### src/pkg/pcfgl_pkg.sv
// Shared constants for the PCI configuration bitstream loader
package pcfgl_pkg;
  // ----------------------------------------
  // Register offsets
  // ----------------------------------------
  localparam logic [7:0] CSR_OFFSET = 8'h40;
  localparam logic [7:0] DATA_OFFSET = 8'h44;
  // ----------------------------------------
  // Control-status field positions
  // ----------------------------------------
  localparam int BIT_ACCESS_OK = 0;
  localparam int BIT_DONE = 1;
  localparam int BIT_INIT_N = 2;
  localparam int BIT_DATA_VALID = 3;
  localparam int BIT_SR_EMPTY = 4;
  localparam int BIT_SR_FULL = 5;
  localparam int BIT_PROGRAM_N = 8;
  localparam int BIT_LOAD_EN = 9;
  localparam int BIT_READBACK_N = 10;
  // ----------------------------------------
  // Reset value and write mask
  // ----------------------------------------
  localparam logic [31:0] DATA_RESET = 32'h0000_0000;
  localparam logic [15:0] CSR_WMASK = 16'h0700;
  // ----------------------------------------
  // Timing and sizes
  // ----------------------------------------
  localparam int CLK_HZ = 10_000_000;
  localparam int INIT_TIME_US = 100;
  localparam int INIT_CYCLES = (INIT_TIME_US * (CLK_HZ / 1_000_000));
  localparam int FIFO_DEPTH = 16;
  localparam int WORD_W = 32;
  // ----------------------------------------
  // Source selection
  // ----------------------------------------
  typedef enum logic [1:0] {SRC_NONE, SRC_STRAP, SRC_PCI, SRC_JTAG} pcfgl_src_t;
endpackage

### src/hw/pcfgl_fifo.sv
// Parameterised synchronous FIFO with valid/ready on both sides
`timescale 1ns/1ps
module pcfgl_fifo #(
  parameter int WIDTH = 32,
  parameter int DEPTH = 16
) (
  // Clock and control
  input wire logic clk_i,
  input wire logic srst_i,
  input wire logic ce_i,
  input wire logic flush_i,
  // Fill side
  input wire logic in_valid_i,
  output logic in_ready_o,
  input wire logic [WIDTH-1:0] in_data_i,
  // Drain side
  output logic out_valid_o,
  input wire logic out_ready_i,
  output logic [WIDTH-1:0] out_data_o
);
  localparam int AW = $clog2(DEPTH);
  logic [WIDTH-1:0] mem [DEPTH];
  logic [AW-1:0] wr_ptr;
  logic [AW-1:0] rd_ptr;
  logic [AW:0] count;
  wire push = in_valid_i && in_ready_o;
  wire pop = out_valid_o && out_ready_i;
  assign in_ready_o = (count != DEPTH[AW:0]);
  assign out_valid_o = (count != '0);
  assign out_data_o = mem[rd_ptr];
  always_ff @(posedge clk_i)
  begin
    if (srst_i || (ce_i && flush_i))
    begin
      wr_ptr <= '0;
      rd_ptr <= '0;
      count <= '0;
    end
    else if (ce_i)
    begin
      if (push)
      begin
        mem[wr_ptr] <= in_data_i;
        wr_ptr <= wr_ptr + 1'b1;
      end
      if (pop)
        rd_ptr <= rd_ptr + 1'b1;
      if (push && !pop)
        count <= count + 1'b1;
      else if (pop && !push)
        count <= count - 1'b1;
    end
  end
endmodule

### src/hw/pcfgl_loader.sv
// Configuration loader behind the PCI configuration space registers
`timescale 1ns/1ps
// Overview of operation
// - Control-status at 40h, data word at 44h
// - Bit 1 reports configuration done
// - Bit 0 low during boundary-scan exchange
// - Load enable starts PCI-fed session
// - Full-word data write sets valid flag
// - FIFO push clears valid, sets empty
// - Readback bit low enters readback mode
// - Full flag marks readback word ready
// - PCI path accepted regardless of straps
// - Program pin > JTAG > PCI > strap
// - FIFO clocks from either fabric clock
// - PCI clock drives the fabric grid
module pcfgl_loader #(
  parameter int INIT_CYC = pcfgl_pkg::INIT_CYCLES,
  parameter int DEPTH = pcfgl_pkg::FIFO_DEPTH
) (
  // Clock, reset, enable
  input wire logic clk_i,
  input wire logic srst_i,
  input wire logic ce_i,
  // Configuration space access
  input wire logic cfg_wr_i,
  input wire logic cfg_rd_i,
  input wire logic [7:0] cfg_addr_i,
  input wire logic [3:0] cfg_be_i,
  input wire logic [31:0] cfg_wdata_i,
  output logic [31:0] cfg_rdata_o,
  output logic cfg_ack_o,
  // Device pins and other configuration sources
  input wire logic program_pin_n_i,
  input wire logic jtag_busy_i,
  input wire logic strap_load_i,
  input wire logic [2:0] strap_mode_pins_i,
  // Configuration engine side
  output logic [31:0] engine_word_o,
  output logic engine_word_valid_o,
  input wire logic engine_word_ready_i,
  input wire logic engine_done_i,
  input wire logic engine_init_n_i,
  input wire logic [31:0] readback_word_i,
  input wire logic readback_valid_i,
  output logic readback_ready_o,
  // Clock selection for logic-side FIFO ports
  input wire logic quad_port_i,
  input wire logic master_clk_sel_i,
  input wire logic target_clk_sel_i,
  output logic master_clk_sel_o,
  output logic target_clk_sel_o,
  output logic pci_clk_to_grid_o,
  // Status
  output logic [1:0] source_o,
  output logic readback_mode_o
);
  // ----------------------------------------
  // Pin synchronisers
  // ----------------------------------------
  logic [3:0] sync1;
  logic [3:0] sync2;
  always_ff @(posedge clk_i)
  begin
    if (srst_i)
    begin
      // Idle pin levels, so no false scan or strap after reset
      sync1 <= 4'h9;
      sync2 <= 4'h9;
    end
    else if (ce_i)
    begin
      sync1 <= {program_pin_n_i, jtag_busy_i, strap_load_i, engine_init_n_i};
      sync2 <= sync1;
    end
  end
  wire prog_pin_n = sync2[3];
  wire jtag_busy = sync2[2];
  wire strap_load = sync2[1];
  wire init_n_pin = sync2[0];
  // ----------------------------------------
  // Register decode
  // ----------------------------------------
  logic program_n;
  logic load_en;
  logic readback_n;
  logic data_valid;
  logic sr_empty;
  logic sr_full;
  logic [31:0] data_word;
  logic init_busy;
  logic [$clog2(INIT_CYC+1)-1:0] init_cnt;
  pcfgl_pkg::pcfgl_src_t src;
  pcfgl_pkg::pcfgl_src_t next_src;
  wire hit_csr = (cfg_addr_i[7:2] == pcfgl_pkg::CSR_OFFSET[7:2]);
  wire hit_data = (cfg_addr_i[7:2] == pcfgl_pkg::DATA_OFFSET[7:2]);
  wire csr_wr = ce_i && cfg_wr_i && hit_csr && cfg_be_i[1];
  wire data_wr = ce_i && cfg_wr_i && hit_data && (cfg_be_i == 4'hF);
  wire data_rd = ce_i && cfg_rd_i && hit_data;
  wire [15:0] csr_val = {5'h00, readback_n, load_en, program_n, 2'h0, sr_full, sr_empty,
                         data_valid, init_n_pin && !init_busy, engine_done_i, !jtag_busy};
  wire [31:0] rd_mux = hit_csr ? {16'h0000, csr_val} : (hit_data ? data_word : 32'h0000_0000);
  // ----------------------------------------
  // Source arbitration
  // ----------------------------------------
  // Priority arbitration
  wire prog_pulse = !prog_pin_n || !program_n;
  // Straps do not gate PCI path
  wire pci_req = load_en;
  always_comb
  begin
    next_src = pcfgl_pkg::SRC_NONE;
    if (prog_pulse)
      next_src = pcfgl_pkg::SRC_NONE;
    else if (jtag_busy)
      next_src = pcfgl_pkg::SRC_JTAG;
    else if (pci_req)
      next_src = pcfgl_pkg::SRC_PCI;
    else if (strap_load && (strap_mode_pins_i != 3'h7))
      next_src = pcfgl_pkg::SRC_STRAP;
  end
  wire pci_owns = (src == pcfgl_pkg::SRC_PCI);
  // ----------------------------------------
  // Data path and FIFO
  // ----------------------------------------
  logic [31:0] shift_reg;
  logic shift_full;
  logic fifo_in_ready;
  logic fifo_out_valid;
  logic [31:0] fifo_out_data;
  // Held word moves toward shift stage
  wire push_word = data_valid && pci_owns && readback_n && fifo_in_ready && !init_busy;
  wire shift_load = fifo_out_valid && !shift_full;
  wire shift_take = shift_full && engine_word_ready_i;
  pcfgl_fifo #(
    .WIDTH(pcfgl_pkg::WORD_W),
    .DEPTH(DEPTH)
  ) u_fifo (
    .clk_i(clk_i),
    .srst_i(srst_i),
    .ce_i(ce_i),
    .flush_i(prog_pulse),
    .in_valid_i(push_word),
    .in_ready_o(fifo_in_ready),
    .in_data_i(data_word),
    .out_valid_o(fifo_out_valid),
    .out_ready_i(!shift_full),
    .out_data_o(fifo_out_data)
  );
  // Readback capture
  // Take only on a real handshake, or the engine skips words
  wire rb_take = readback_ready_o && readback_valid_i && !sr_full;
  // ----------------------------------------
  // Registers
  // ----------------------------------------
  always_ff @(posedge clk_i)
  begin
    if (srst_i)
    begin
      program_n <= 1'b1;
      load_en <= 1'b0;
      readback_n <= 1'b1;
    end
    else if (csr_wr)
    begin
      load_en <= cfg_wdata_i[pcfgl_pkg::BIT_LOAD_EN];
      program_n <= cfg_wdata_i[pcfgl_pkg::BIT_PROGRAM_N];
      readback_n <= cfg_wdata_i[pcfgl_pkg::BIT_READBACK_N];
    end
  end
  always_ff @(posedge clk_i)
  begin
    if (srst_i)
      src <= pcfgl_pkg::SRC_NONE;
    else if (ce_i)
      src <= next_src;
  end
  // Data valid: host write sets, transfer clears; a write wins
  always_ff @(posedge clk_i)
  begin
    if (srst_i || (ce_i && prog_pulse))
      data_valid <= 1'b0;
    else if (data_wr)
      data_valid <= 1'b1;
    else if (ce_i && push_word)
      data_valid <= 1'b0;
  end
  always_ff @(posedge clk_i)
  begin
    if (srst_i)
      data_word <= pcfgl_pkg::DATA_RESET;
    else if (data_wr)
      data_word <= cfg_wdata_i;
    else if (ce_i && rb_take)
      data_word <= readback_word_i;
  end
  // Empty flag set on transfer, cleared only by a new host word
  always_ff @(posedge clk_i)
  begin
    if (srst_i || (ce_i && prog_pulse))
      sr_empty <= 1'b1;
    else if (ce_i && push_word)
      sr_empty <= 1'b1;
    else if (data_wr)
      sr_empty <= 1'b0;
  end
  // Full flag: readback capture sets, host read clears; capture wins
  always_ff @(posedge clk_i)
  begin
    if (srst_i || (ce_i && (readback_n || prog_pulse)))
      sr_full <= 1'b0;
    else if (ce_i && rb_take)
      sr_full <= 1'b1;
    else if (data_rd)
      sr_full <= 1'b0;
  end
  always_ff @(posedge clk_i)
  begin
    if (srst_i || (ce_i && prog_pulse))
    begin
      shift_full <= 1'b0;
      shift_reg <= pcfgl_pkg::DATA_RESET;
    end
    else if (ce_i)
    begin
      if (shift_load)
      begin
        shift_reg <= fifo_out_data;
        shift_full <= 1'b1;
      end
      else if (shift_take)
        shift_full <= 1'b0;
    end
  end
  // Memory clear timer after the program pulse; init flag held low meanwhile
  always_ff @(posedge clk_i)
  begin
    if (srst_i)
    begin
      init_busy <= 1'b0;
      init_cnt <= '0;
    end
    else if (ce_i)
    begin
      if (prog_pulse)
      begin
        init_busy <= 1'b1;
        init_cnt <= '0;
      end
      else if (init_busy)
      begin
        init_cnt <= init_cnt + 1'b1;
        if (init_cnt == ($bits(init_cnt))'(INIT_CYC - 1))
          init_busy <= 1'b0;
      end
    end
  end
  // ----------------------------------------
  // Outputs
  // ----------------------------------------
  always_ff @(posedge clk_i)
  begin
    if (srst_i)
    begin
      cfg_rdata_o <= 32'h0000_0000;
      cfg_ack_o <= 1'b0;
      engine_word_o <= 32'h0000_0000;
      engine_word_valid_o <= 1'b0;
      readback_ready_o <= 1'b0;
      master_clk_sel_o <= 1'b0;
      target_clk_sel_o <= 1'b0;
      pci_clk_to_grid_o <= 1'b0;
      source_o <= 2'h0;
      readback_mode_o <= 1'b0;
    end
    else if (ce_i)
    begin
      cfg_ack_o <= cfg_wr_i || cfg_rd_i;
      cfg_rdata_o <= cfg_rd_i ? rd_mux : 32'h0000_0000;
      engine_word_o <= shift_load ? fifo_out_data : shift_reg;
      engine_word_valid_o <= !prog_pulse && (shift_load || (shift_full && !shift_take));
      readback_ready_o <= !readback_n && pci_owns && !sr_full && !rb_take;
      master_clk_sel_o <= master_clk_sel_i;
      target_clk_sel_o <= quad_port_i ? target_clk_sel_i : master_clk_sel_i;
      pci_clk_to_grid_o <= 1'b1;
      source_o <= next_src;
      readback_mode_o <= !readback_n;
    end
  end
endmodule

### config.mk
export PLATFORM = sky130hd
export DESIGN_NAME = pcfgl_loader
export DESIGN_NICKNAME = d
export VERILOG_FILES = /design/src/pkg/pcfgl_pkg.sv /design/src/hw/pcfgl_fifo.sv /design/src/hw/pcfgl_loader.sv
export SDC_FILE = /design/constraint.sdc
export NUM_CORES = 1
export LEC_CHECK = 0
export ABC_AREA = 1
export BUFFER_PORTS_ARGS = -buffer_cell sky130_fd_sc_hd__buf_2
export CORE_MARGIN = 2
export CORE_UTILIZATION = 26
export CTS_CLUSTER_SIZE = 12
export DETAILED_ROUTE_END_ITERATION = 16
export PLACE_DENSITY = 0.44
export SETUP_SLACK_MARGIN = 0.4
export SKIP_LAST_GASP = 1
export SYNTH_ARGS = -nofsm -noshare
export SYNTH_HDL_FRONTEND = slang
export SYNTH_SLANG_ARGS = --single-unit
### constraint.sdc
create_clock -name clk_i -period 4.4 [get_ports clk_i]
set_clock_uncertainty 0.05 [all_clocks]
set_input_delay 1.32 -clock clk_i [delete_from_list [all_inputs] [get_ports clk_i]]
set_output_delay 1.32 -clock clk_i [all_outputs]
set_load 0.05 [all_outputs]
== After elaboration in Yosys (flattened, before gate mapping) ==
Memory sizes are Yosys's and may differ from the RTL's. A register that Yosys moved wholly into a read port is not among the register bits.
Index checks and enable logic that the tools add are counted.

* Flip-flop bits (word level): 176
* Memories: 1
* Output and inout port bits: 73
* RAM bits: 512
* Logic and storage cells: 129

{| class="wikitable"
|+ Memories
! name !! depth !! bits a word !! rd ports !! clocked after Yosys merged registers in !! write ports !! line !! RTL
|-
| u_fifo.mem || 16 || 32 || 1 || 1 || 1 || pcfgl_fifo.sv:22 || <nowiki>logic [WIDTH-1:0] mem [DEPTH];</nowiki>
|}

* Reductions and logical operators: 60
* Eq/ne operators: 7
* $add $sub $neg: 5
* Multiplexer cells: 30

{| class="wikitable"
|+ Operators by type and width
! cell !! count
|-
| 32-bit 2-to-1 mux || 6
|-
| 1-bit logical AND || 29
|-
| 10-bit 2-to-1 mux || 2
|-
| 1-bit 2-to-1 mux || 15
|-
| 6-bit by 5-bit equality test with 1-bit output (second input constant) || 2
|-
| 1-bit logical NOT || 12
|-
| 2-bit nonzero test || 6
|-
| 10-bit by 1-bit adder with 10-bit output (second input constant) || 1
|-
| 10-bit equality test (second input constant) || 1
|-
| 5-bit 2-to-1 mux || 2
|-
| 2-bit AND reduction || 5
|-
| 4-bit by 1-bit adder with 4-bit output (second input constant) || 2
|-
| 4-bit 2-to-1 mux || 2
|-
| 1-bit logical OR || 6
|-
| 2-bit 2-to-1 mux || 3
|-
| 5-bit by 1-bit adder with 5-bit output (second input constant) || 1
|-
| 5-bit inequality test (second input constant) || 1
|-
| 5-bit nonzero test || 1
|-
| 5-bit by 1-bit subtractor with 5-bit output (second input constant) || 1
|-
| 4-bit equality test (second input constant) || 1
|-
| 3-bit inequality test (second input constant) || 1
|-
| 2-bit equality test (second input constant) || 1
|-
| 2-bit OR reduction || 1
|}

== Logic depth before layout (Yosys ltp) ==
* Depth in word-level cells: 10
* Depth in mapped cells: 15

== Cells and area by module ==
Synthesis repeated with hierarchy kept, for this count alone.

* Cells, all modules: 3208
* Area total of the unflattened synthesis: 29861.1 um2

{| class="wikitable"
|+ Modules (own cells, without submodules)
! module !! cells each !! area each (um2) !! instances
|-
| pcfgl_fifo || 2228 || 23067.1 || 1
|-
| pcfgl_loader || 980 || 6794.0 || 1
|}

== Worst setup path before layout ==
OpenSTA, ideal clock, no wires.

* Kind: in2reg
* Start point: input ce_i
* End point: memory u_fifo.mem[0][0] (enable)
* Required time: 3929 ps
* Stages: 5
* Library setup time: 421 ps
* Arrival: 3281 ps
* Path slack: 648 ps
* Cell sequence: buf_2 nand3_2 nor2_2 nand2_1 nor2_1

* Longest elaborated chain between the ends: 4
* Elaborated cells on any way between the ends: 5
* Those cells by class: mux: 3; reduce/logical: 2

{| class="wikitable"
|+ Ends and longest elaborated chain
! element !! line !! RTL
|-
| from (decl) || pcfgl_loader.sv:23 || <nowiki>input wire logic ce_i,</nowiki>
|-
| 1-bit logical AND || pcfgl_fifo.sv:33 || <nowiki>if (srst_i || (ce_i && flush_i))</nowiki>
|-
| 1-bit logical OR || pcfgl_fifo.sv:33 ||
|-
| 1-bit 2-to-1 mux (*) || pcfgl_fifo.sv:33 ||
|-
| 1-bit 2-to-1 mux (not written as such) (*) || pcfgl_fifo.sv:43 || <nowiki>mem[wr_ptr] <= in_data_i;</nowiki>
|-
| to (decl) || pcfgl_fifo.sv:22 ||
|}

Mark *: on every way between the ends. The rest lies on a longest branch, timed or not.

== Worst setup path after layout ==
* Start point: input ce_i
* End point: memory u_fifo.mem[11][21] (enable)

Same word-level chain as after synthesis.

==> impl_metrics.toml <==
[outcome]
outcome = "finished, final reports clean"

[worst_setup_path]
slowest_stage = "buf_4"
critPathMaxStageDelay_ns = 0.48
cp_num_buf_inv = 3
cp_max_fo = 21
cp-start-kind = "input port"
cpLargestDelayFamily = "buffers and inverters"
worst-setup-path-type = "in -> reg"
cp_cell_sequence = "buf_2 -> nand2_1 -> nand2_2 -> inv_1 -> nand3_1 -> nor2_4 -> buf_4"
rr_worst_depth = 6
cp.required_ns = 4.59
worst_ep_arrival_time_ns = 3.21
reg2reg_to = "engine_word_o[18]$_SDFFE_PP0P_"
end_kind = "flop"
ff2ff_setup_slack_ns = 1.68

[clock_network]
clock_latency_ns = 0.63
post_cts_buffers = 0
cts_resized = 0
cts_max_path_buffers = 3
holdBufCountCts = 0
ctsHtreeMaxLevel = 3
cts_buffers = 78
clk_pin_slew_ns = 0.06
clock_sinks = 692
cts_tree = "built"
clockRootBuffer = "clkbuf_16"

[drt]
wl_mm = 84.7
postRouteAntennaNets = 0
wl_met2_mm = 37.7
drt_iter0_drc = 1425
firstDrtPassIters = 5
route.top_layer_used = "met5"
dr_total_vias = 20400
drt-wirelength-per-cell_um = 17.9
routed-wl-met3_mm = 4.26
route.detailed.drc = 0
viasPerCell = 4.32
drt-met1-wl_mm = 41.1

[global_routing]
grt_antenna_before_repair = 10
overflow = 0
grt_pass1_vias = 19600
grt_pass1_wl_mm = 126
grt_max_degree = 149
track_usage_pct = 14.8

[synth]
synthAdderAreaFrac_pct = 0.501
ys_warn_count = 0
synth_edf_count = 512
synth_xor_area_share_pct = 0.121
ys_ff_latch = 692
synthMuxAreaShare_pct = 0
synth_compound_area_share_pct = 4.09
yosysSeqAreaShare_pct = 65.6
synthArstFlopShare_pct = 0
syn_avg_cell_area_um2 = 9.57
ys.flop_type = "edfxtp_1"
synth_top_family_by_area = "simple AND/OR/NAND/NOR gates"
synth_area_mm2 = 0.0290
synth_cells = 3026
synthesis.nets = 3131
yosys.area_share.simple_pct = 22.5
ys_types = 38

[timing]
tns_ns = 0
drv_slew = 0
worst_slew_pin_slew_ns = 1.06
finalSetupViolations = 0
slew_headroom_pct = 28.9
hold_viol = 0
fin_ws_ns = 1.38
fmax_ghz = 0.332
rsz0062_at_grt = "false"
fin_crit_sh_pct = 68.6
min_period_ns = 3.02

[floorplanning]
chipHeight_um = 338
num_rows = 122
io_pins = 167
chipWidth_um = 338
die-area_mm2 = 0.114
core_area_mm2 = 0.111
start_util_pct = 26.2

[layout]
largest_reg_flops = 512
drive_gt1_share_pct = 11.5
largest-register = "u_fifo.mem"
syn2layout_area_growth_pct = 17.6
finalNetCount = 3272
instances_no_fill = 4721

[min_path]
worstHoldPathCells = 2
min_to = "engine_word_o[4]$_SDFFE_PP0P_"
min_path_type = "reg -> reg"
holdCritStartpoint = "engine_word_o[4]$_SDFFE_PP0P_"

[place]
hpwl_mm = 48.0
dpl_worst_slack_ns = 0.755
placed_cells = 4575
place_congestion = 0.737
port_buffers = 164

[job]
maxCapViolations = 0

[power]
p_leak_uw = 0.0137
cellPowerDensity_mw_per_mm2 = 554
vdd_ir_drop_max_uv = 351
p_total_uw = 18900
[tightest hold or removal path, cell delays in order, from the launching register on]
cell and delay [ns]:
dfxtp_1 0.30, nand2_1 0.06, a21oi_1 0.05
[cell usage after synthesis, types with 2 or more instances]
cell type     n  area, um2
xnor2_1       2       17.5
clkbuf_1     42        158
a31oi_1       4       25.0
inv_1       328       1230
o211ai_1      4       30.0
ha_1         10        125
o21ai_0      43        215
o21ai_1      41        205
a32oi_1       5       43.8
a21oi_1     127        636
nand4_1       4       25.0
nand3_1     371       1860
buf_6        12        135
nor2_1      173        649
nand3_2       2       20.0
buf_2        68        340
buf_1        33        124
nor3_1        7       35.0
inv_2         6       22.5
nor2_2        2       12.5
buf_4         9       67.6
dfxtp_1     180       3600
edfxtp_1    512      15400
nand2_1    1026       3850
xor2_1        2       17.5
[power by group]
group          switching (uW)  total, uW  internal, uW  leakage, uW
Combinational            3610       5050          1440      0.00629
Sequential                232       7430          7200      0.00624
Clock                    2650       6390          3740      0.00122
[logic make-up (layout without fill, tap and decap cells)]
logic type               after synthesis  in the layout
XOR/XNOR                               4              4
adder cells (fa/ha/maj)               11             11
flip-flops                           692            692
AND/OR/NAND/NOR                     1592           1592
AO/OA/AOI/OAI                        228            228
other                                  0              4
buffers and inverters                499            702
[layer usage]
layer / vias to the layer above / track usage, %
met5: - / 0
met4: 2 / 3.64
met3: 99 / 2.61
met2: 440 / 23.4
met1: 9688 / 21.0
li1: 10200 / -
[metrics by stage]
step           hold slack (ns)  utilization (%)  instance area, um2
3_5_place_dp             0.393             28.5               31500
5_1_grt                  0.423             30.8               34000
6_report                 0.409             30.8               34000
2_1_floorplan            0.379                -               29000
3_3_place_gp             0.391             28.5               31500
4_1_cts                  0.408             30.8               34000
[cells in the final DEF (no fill, tap or decap), types with 13 or more instances in the layout]
cell type	instances
a21oi_1	127
buf_2	163
buf_4	52
clkbuf_1	18
clkbuf_16	81
clkinv_1	16
clkinv_2	13
dfxtp_1	176
edfxtp_1	512
inv_1	327
nand2_1	1025
nand3_1	371
nor2_1	156
nor2_4	17
o21ai_0	43
o21ai_1	41
[final cells by class]
class	instances	area, um2
fill	11500	76500
sequential	692	19000
multi-input combinational	1835	8020
clock buffer	104	2160
tap	1488	1860
timing repair buffer	225	1410
inverter	335	1270
clock inverter	38	320
antenna	4	10.0
[worst max-delay path by stage]
stage               start                            to  slack [ns]  cells after the start
floorplan            ce_i    u_fifo.mem[0][0]$_DFFE_PP_        0.65                      5
global placement     ce_i  u_fifo.mem[11][11]$_DFFE_PP_        0.76                      7
detailed placement   ce_i  u_fifo.mem[11][11]$_DFFE_PP_        0.76                      7
CTS                  ce_i  u_fifo.mem[11][21]$_DFFE_PP_        1.40                      7
global route         ce_i  u_fifo.mem[11][24]$_DFFE_PP_        1.22                      7
finish               ce_i  u_fifo.mem[11][21]$_DFFE_PP_        1.38                      7
Power figures use the tool's default switching activity.
